--- src/bwcfg_pkg.sv ---
// package of offsets, field layouts, reset values and carriers for the bridge window registers
package bwcfg_pkg;

	localparam int BWCFG_AW = 8;
	localparam int BWCFG_DW = 32;

	// byte offsets in configuration space
	localparam logic [7:0] OFS_PF_LOW = 8'h24;
	localparam logic [7:0] OFS_PF_BASE_HI = 8'h28;
	localparam logic [7:0] OFS_PF_LIMIT_HI = 8'h2c;
	localparam logic [7:0] OFS_IO_HI = 8'h30;
	localparam logic [7:0] OFS_CAP = 8'h34;
	localparam logic [7:0] OFS_IRQ = 8'h3c;

	// field positions inside the prefetchable low dword
	localparam int PF_BASE_CAP_LSB = 0;
	localparam int PF_BASE_LSB = 4;
	localparam int PF_LIMIT_CAP_LSB = 16;
	localparam int PF_LIMIT_LSB = 20;
	localparam int PF_FIELD_W = 12;
	localparam int PF_CAP_W = 4;
	localparam int PF_LOW_BITS = 20;

	// field positions in the i/o upper and interrupt dwords
	localparam int IO_BASE_LSB = 0;
	localparam int IO_LIMIT_LSB = 16;
	localparam int IO_HI_W = 16;
	localparam int IRQ_LINE_LSB = 0;
	localparam int IRQ_PIN_LSB = 8;

	// constant and reset values
	localparam logic [3:0] PF_ADDR_CAP_64 = 4'h1;
	localparam logic [7:0] CAP_PTR_VAL = 8'hdc;
	localparam logic [7:0] IRQ_PIN_NONE = 8'h00;
	localparam logic [7:0] IRQ_LINE_RST = 8'h00;
	localparam logic [11:0] PF_FIELD_RST = 12'h000;
	localparam logic [31:0] HI32_RST = 32'h0000_0000;
	localparam logic [15:0] IO_HI_RST = 16'h0000;
	localparam logic [31:0] RD_UNMAPPED = 32'h0000_0000;
	localparam logic [19:0] PF_BOTTOM_FILL = 20'h0_0000;
	localparam logic [19:0] PF_TOP_FILL = 20'hf_ffff;

	// a forwarding window, bottom and top inclusive
	typedef struct packed {
		logic [63:0] bottom;
		logic [63:0] top;
	} bwcfg_win64_s;

	// one register bus request as seen by the slave
	typedef struct packed {
		logic rd;
		logic wr;
		logic [7:0] addr;
		logic [31:0] wdata;
		logic [3:0] be;
	} bwcfg_req_s;

endpackage : bwcfg_pkg

--- src/bwcfg_win_cmp.sv ---
// inclusive address window comparator
`timescale 1ns/1ps
module bwcfg_win_cmp #(
	parameter int W = 64
) (
	input wire logic [W-1:0] addr,
	input wire logic [W-1:0] bottom,
	input wire logic [W-1:0] top,
	output logic hit
);

	// unsigned compare; an inverted window (top below bottom) never hits
	assign hit = (addr >= bottom) && (addr <= top);

endmodule : bwcfg_win_cmp

--- src/bwcfg_regs.sv ---
// forwarding-window configuration registers with avalon-mm slave and window decode
`timescale 1ns/1ps

//Contract
//- both prefetchable halves report a read-only 4-bit addressing field of 0001, meaning 64-bit capable.
//- bits 15:4 of the prefetchable dword hold a writable base for address bits 31:20, low 20 bits taken as zero.
//- bits 31:20 of that dword hold a writable limit for address bits 31:20, low 20 bits taken as all ones.
//- memory transactions are forwarded according to the prefetchable base and limit window.
//- a fully writable 32-bit register gives bits 63:32 of the window bottom and resets to zero.
//- a fully writable 32-bit register gives bits 63:32 of the window top and resets to zero.
//- a writable 16-bit field gives bits 31:16 of the i/o window bottom and resets to zero.
//- a writable 16-bit field gives bits 31:16 of the i/o window top and resets to zero.
//- the capability pointer reads as the constant DCh.
//- an 8-bit interrupt line value is stored as written, firmware being expected to write FFh.
//- bits 15:8 of the interrupt dword read as a constant saying no interrupt pin exists.
module bwcfg_regs
	import bwcfg_pkg::*;
(
	input wire logic clk,
	input wire logic rstn,
	input wire logic [BWCFG_AW-1:0] avs_address,
	input wire logic avs_read,
	input wire logic avs_write,
	input wire logic [BWCFG_DW-1:0] avs_writedata,
	input wire logic [3:0] avs_byteenable,
	output logic [BWCFG_DW-1:0] avs_readdata,
	output logic avs_waitrequest,
	input wire logic mem_addr_valid,
	input wire logic [63:0] mem_addr,
	input wire logic io_addr_valid,
	input wire logic [31:0] io_addr,
	output logic mem_fwd_valid,
	output logic mem_fwd_hit,
	output logic io_fwd_valid,
	output logic io_fwd_upper_hit,
	output logic [7:0] irq_line
);

	bwcfg_req_s req;
	logic wait_q;
	logic [31:0] rdata_q;
	logic [11:0] pf_base_q;
	logic [11:0] pf_limit_q;
	logic [31:0] pf_base_hi_q;
	logic [31:0] pf_limit_hi_q;
	logic [15:0] io_base_hi_q;
	logic [15:0] io_limit_hi_q;
	logic [7:0] irq_line_q;
	logic mem_vld_q;
	logic mem_hit_q;
	logic io_vld_q;
	logic io_hit_q;

	assign req = '{rd: avs_read, wr: avs_write, addr: avs_address, wdata: avs_writedata, be: avs_byteenable};

	// bus handshake: wait is held high on idle, dropped for one cycle per request
	wire req_any = req.rd | req.wr;
	wire req_done = req_any & ~wait_q;
	wire wr_done = req_done & req.wr;
	wire [5:0] widx = req.addr[7:2];

	wire sel_pf_low = (widx == OFS_PF_LOW[7:2]);
	wire sel_pf_bhi = (widx == OFS_PF_BASE_HI[7:2]);
	wire sel_pf_lhi = (widx == OFS_PF_LIMIT_HI[7:2]);
	wire sel_io_hi = (widx == OFS_IO_HI[7:2]);
	wire sel_cap = (widx == OFS_CAP[7:2]);
	wire sel_irq = (widx == OFS_IRQ[7:2]);

	function automatic logic [31:0] be_merge(input logic [31:0] old, input logic [31:0] nw, input logic [3:0] be);
		logic [31:0] r;
		r = old;
		for (int i = 0; i < 4; i++) begin
			if (be[i]) begin
				r[i*8 +: 8] = nw[i*8 +: 8];
			end
		end
		return r;
	endfunction : be_merge

	// current contents of each mapped dword as software sees it
	wire [31:0] pf_low_word = {pf_limit_q, PF_ADDR_CAP_64, pf_base_q, PF_ADDR_CAP_64};
	wire [31:0] io_word = {io_limit_hi_q, io_base_hi_q};
	wire [31:0] cap_word = {24'h00_0000, CAP_PTR_VAL};
	wire [31:0] irq_word = {16'h0000, IRQ_PIN_NONE, irq_line_q};

	wire [31:0] pf_low_new = be_merge(pf_low_word, req.wdata, req.be);
	wire [31:0] pf_bhi_new = be_merge(pf_base_hi_q, req.wdata, req.be);
	wire [31:0] pf_lhi_new = be_merge(pf_limit_hi_q, req.wdata, req.be);
	wire [31:0] io_new = be_merge(io_word, req.wdata, req.be);
	wire [31:0] irq_new = be_merge(irq_word, req.wdata, req.be);

	// unmapped offsets read as zero and ignore writes
	wire [31:0] rd_mux = sel_pf_low ? pf_low_word :
		sel_pf_bhi ? pf_base_hi_q :
		sel_pf_lhi ? pf_limit_hi_q :
		sel_io_hi ? io_word :
		sel_cap ? cap_word :
		sel_irq ? irq_word : RD_UNMAPPED;

	always_ff @(posedge clk or negedge rstn) begin
		if (!rstn) begin
			wait_q <= 1'b1;
			rdata_q <= RD_UNMAPPED;
		end else begin
			wait_q <= ~(req_any & wait_q);
			if (req.rd & wait_q) begin
				rdata_q <= rd_mux;
			end
		end
	end

	// writes land on the edge where the master sees wait low
	always_ff @(posedge clk or negedge rstn) begin
		if (!rstn) begin
			pf_base_q <= PF_FIELD_RST;
			pf_limit_q <= PF_FIELD_RST;
		end else if (wr_done && sel_pf_low) begin
			pf_base_q <= pf_low_new[PF_BASE_LSB +: PF_FIELD_W];
			pf_limit_q <= pf_low_new[PF_LIMIT_LSB +: PF_FIELD_W];
		end
	end

	always_ff @(posedge clk or negedge rstn) begin
		if (!rstn) begin
			pf_base_hi_q <= HI32_RST;
			pf_limit_hi_q <= HI32_RST;
		end else begin
			if (wr_done && sel_pf_bhi) begin
				pf_base_hi_q <= pf_bhi_new;
			end
			if (wr_done && sel_pf_lhi) begin
				pf_limit_hi_q <= pf_lhi_new;
			end
		end
	end

	always_ff @(posedge clk or negedge rstn) begin
		if (!rstn) begin
			io_base_hi_q <= IO_HI_RST;
			io_limit_hi_q <= IO_HI_RST;
		end else if (wr_done && sel_io_hi) begin
			io_base_hi_q <= io_new[IO_BASE_LSB +: IO_HI_W];
			io_limit_hi_q <= io_new[IO_LIMIT_LSB +: IO_HI_W];
		end
	end

	always_ff @(posedge clk or negedge rstn) begin
		if (!rstn) begin
			irq_line_q <= IRQ_LINE_RST;
		end else if (wr_done && sel_irq) begin
			irq_line_q <= irq_new[IRQ_LINE_LSB +: 8];
		end
	end

	// full 64-bit window; the low 20 bits are implied, not stored
	bwcfg_win64_s pf_win;
	assign pf_win.bottom = {pf_base_hi_q, pf_base_q, PF_BOTTOM_FILL};
	assign pf_win.top = {pf_limit_hi_q, pf_limit_q, PF_TOP_FILL};

	logic mem_hit;
	logic io_hit;

	bwcfg_win_cmp #(
		.W(64)
	) u_pf_cmp (
		.addr(mem_addr),
		.bottom(pf_win.bottom),
		.top(pf_win.top),
		.hit(mem_hit)
	);

	// only the upper half of the i/o window lives here; the low half is decoded elsewhere
	bwcfg_win_cmp #(
		.W(16)
	) u_io_cmp (
		.addr(io_addr[31:16]),
		.bottom(io_base_hi_q),
		.top(io_limit_hi_q),
		.hit(io_hit)
	);

	always_ff @(posedge clk or negedge rstn) begin
		if (!rstn) begin
			mem_vld_q <= 1'b0;
			mem_hit_q <= 1'b0;
			io_vld_q <= 1'b0;
			io_hit_q <= 1'b0;
		end else begin
			mem_vld_q <= mem_addr_valid;
			mem_hit_q <= mem_addr_valid & mem_hit;
			io_vld_q <= io_addr_valid;
			io_hit_q <= io_addr_valid & io_hit;
		end
	end

	assign avs_readdata = rdata_q;
	assign avs_waitrequest = wait_q;
	assign mem_fwd_valid = mem_vld_q;
	assign mem_fwd_hit = mem_hit_q;
	assign io_fwd_valid = io_vld_q;
	assign io_fwd_upper_hit = io_hit_q;
	assign irq_line = irq_line_q;
endmodule : bwcfg_regs

--- config.mk ---
export PLATFORM = sky130hd
export DESIGN_NAME = bwcfg_regs
export DESIGN_NICKNAME = d
export VERILOG_FILES = /design/src/bwcfg_pkg.sv /design/src/bwcfg_win_cmp.sv /design/src/bwcfg_regs.sv
export SDC_FILE = /design/constraint.sdc
export NUM_CORES = 1
export LEC_CHECK = 0
export BUFFER_PORTS_ARGS = -buffer_cell sky130_fd_sc_hd__buf_2
export CAP_MARGIN = 0
export CELL_PAD_IN_SITES_DETAIL_PLACEMENT = 2
export CELL_PAD_IN_SITES_GLOBAL_PLACEMENT = 2
export CORE_MARGIN = 1.5
export CORE_UTILIZATION = 33
export CTS_CLUSTER_DIAMETER = 40
export DETAILED_ROUTE_END_ITERATION = 10
export PLACE_DENSITY = 0.83
export SYNTH_ARGS = -nofsm -noshare
export SYNTH_HDL_FRONTEND = slang
export SYNTH_HIERARCHICAL = 1
export SYNTH_SLANG_ARGS = --single-unit
export TNS_END_PERCENT = 5
--- constraint.sdc ---
create_clock -name clk -period 2.5 [get_ports clk]
set_input_delay 0.5 -clock clk [delete_from_list [all_inputs] [get_ports clk]]
set_output_delay 0.5 -clock clk [all_outputs]
set_load 0.1 [all_outputs]
==> flow_summary.json <==
{
  "clock-root-buffer": "clkbuf_16",
  "slew_viol_final": 0,
  "ir_drop_uv": 425,
  "cp-end-kind": "flip-flop",
  "die_w_um": 187,
  "p_total_mw": 7.56,
  "start_util_pct": 33.5,
  "layout-drive-gt1-share_pct": 33.1,
  "slew_headroom_pct": 41.3,
  "firstDrtPassIters": 5,
  "place.gp.congestion": 0.892,
  "drcViolationCount": 0,
  "ys_seq_area_share_pct": 36.8,
  "syn_inst": 1138,
  "synth_seq_cells": 165,
  "drv_cap": 0,
  "cp.required_ns": 2.88,
  "syn-cell-area_sq_um": 11200,
  "wl_per_cell_um": 24.5,
  "setup_ws_ns": -0.119,
  "clockBufferDepth": 2,
  "power_density_nw_per_um2": 524,
  "grt_pass1_wl_um": 71800,
  "rows": 67,
  "drt.antenna.violating_nets": 0,
  "reg2reg_from": "pf_limit_q[9]",
  "core_area_sq_um": 33500,
  "via_per_inst": 5.42,
  "final-setup-viol-count": 1,
  "grt_pass1_vias": 12100,
  "hp-class": "input pin to async pin",
  "cts_tree": "built",
  "hpwl_um": 35300,
  "synth_edf_count": 0,
  "pre_cts_ws_ns": -0.556,
  "final_common_cell": "buf_2",
  "grt_usage_pct": 26.9,
  "avgSynthCellArea_sq_um": 9.87,
  "num_io_pins": 191,
  "outcome": "finished with violations",
  "synthFlopType": "dfrtp_1",
  "skew_ns": 0.00840,
  "clkTransAtPathRegs_ns": 0.07,
  "rsz0062_at_grt": "true",
  "worst_pin_slew_ns": 0.877,
  "period_share_pct": 105,
  "power_leakage_nw": 7.08,
  "port_buffers": 172,
  "min_period_ns": 2.62,
  "vias": 10400,
  "arrival_ns": 3.00,
  "worstPathMaxFanout": 2,
  "die-area_sq_um": 35100,
  "critPathLaunch": "pf_limit_q[9]",
  "ys_warn_count": 6,
  "hold_ws_ns": 0.000409,
  "async_reset_ff_share_pct": 100,
  "grt_overflow": 0,
  "post-route-util_pct": 43.0,
  "h-tree-depth": 4,
  "layout_common_cells": "buf_2, dfrtp_1, inv_1",
  "start_kind": "flip-flop",
  "setup-tns-final_ns": -0.119,
  "synth.distinct_cells": 62,
  "antenna_found_initial": 2,
  "die_y_um": 187,
  "cts_buffers": 17,
  "violations": "negative setup slack",
  "grt_max_degree": 50,
  "finalWirelength_um": 47100,
  "max_freq_mhz": 382,
  "nets": 1765,
  "drt-initial-drc-count": 562,
  "finalHoldViolCount": 0,
  "fill_cells": 3685,
  "crit_type": "flip-flop to flip-flop",
  "worstSkewPairLatency_ns": 0.45,
  "clock_sinks": 165,
  "syn_to_final_growth_pct": 28.5
}
-- per-layer routing --
| layer | global-route usage (%) | share of wire (%) | wire [um] |
|---|---|---|---|
| met3 | 4.69 | 4.6 | 2160 |
| met1 | 31.4 | 40 | 18900 |
| met2 | 48.8 | 52 | 24300 |
| met4 | 10.6 | 3.6 | 1690 |
| met5 | 0 | 0 | 0 |
-- cell type report --
class                      count  area (sq um)  share of cell area (%)
clock inverter                12           178                    1.23
sequential                   165          4130                    28.6
tap                          448           561                    3.89
antenna                        2          5.00                  0.0347
multi-input combinational    819          6640                    46.0
inverter                     164           616                    4.27
clock buffer                  20           457                    3.17
timing repair buffer         292          1840                    12.8
-- cells by family after synthesis --
| logic type | after synthesis | synth area share (%) |
|---|---|---|
| other | 2 | 0.0669 |
| flip-flops | 165 | 36.8 |
| AND/OR/NAND/NOR | 257 | 12.4 |
| adder cells (fa/ha/maj) | 160 | 17.8 |
| buffers and inverters | 192 | 6.54 |
| AO/OA/AOI/OAI | 233 | 13.4 |
| multiplexers | 129 | 12.9 |
-- cell usage after synthesis, types with 3 or more instances --
cell,count,area share [%]
inv_1,164,5.5
a211o_1,3,0.23
ha_1,160,18
and2_1,6,0.33
o21ai_0,54,2.4
nor3b_1,4,0.27
a21o_1,9,0.60
o31ai_1,3,0.20
o211ai_1,23,1.5
nor2b_1,10,0.56
mux2_2,127,13
a21boi_0,3,0.20
nor2_8,3,0.53
nand2_1,81,2.7
nand2b_1,25,1.4
a221oi_1,6,0.47
a2bb2oi_1,7,0.55
a21oi_1,73,3.3
nor2_1,27,0.90
a22o_1,20,1.6
o21a_1,3,0.20
o41ai_1,4,0.31
nor2_2,10,0.56
nand3_1,36,1.6
a211oi_1,5,0.33
buf_2,5,0.22
nor4_1,8,0.45
or3_1,3,0.17
dfrtp_1,164,37
nand4_1,23,1.3
clkbuf_1,20,0.67
nor3_1,9,0.40
-- power by group --
part	switching, mW	leakage (nW)	internal (mW)
logic	1.09	4.51	0.625
registers	0.116	2.27	2.79
clock network	1.21	0.298	1.73
-- path summary, 6_finish.rpt --
kind	end	slack (ns)	depth (start not counted)
max in group asynchronous	io_limit_hi_q[1]	1.71	2
max reg2reg	mem_fwd_hit	-0.12	8
min	pf_limit_hi_q[11]	0.0004	1
max	mem_fwd_hit	-0.12	8
min in group clk	mem_fwd_valid	0.17	1
min reg2reg	avs_readdata[17]	0.48	2
-- sequential cells by signal, indices dropped and copies added (netlist names), 8 cells and up --
signal and count:
pf_base_q 12, io_base_hi_q 16, io_limit_hi_q 16, pf_limit_hi_q 32, irq_line 8, pf_limit_q 12
pf_base_hi_q 32, avs_readdata 32
-- what timing repair did --
item / in CTS / in global routing
gates cloned: 0 / 0
gates resized for setup: 15 / 1
hold buffers: 0 / 0
pin swaps: 10 / 0
setup endpoints to repair: 1 / 1
setup buffers: 7 / 1
-- through the flow --
step	std cells	area, sq um
after floorplan	1176	11400
after detailed placement	1880	13600
after global placement	1880	13600
after global routing	1922	14400
after CTS	1919	14400
final	1922	14400
-- worst max-delay path, cell delays in order, from the launching register on --
cell and delay, ns:
dfrtp_1 0.37, inv_1 0.06, ha_1 0.30, nand4_1 0.18
or3_4 0.44, or4_4 0.54, or3_1 0.37, a32oi_1 0.16
and2_1 0.14
(Power assumes the default switching activity.)
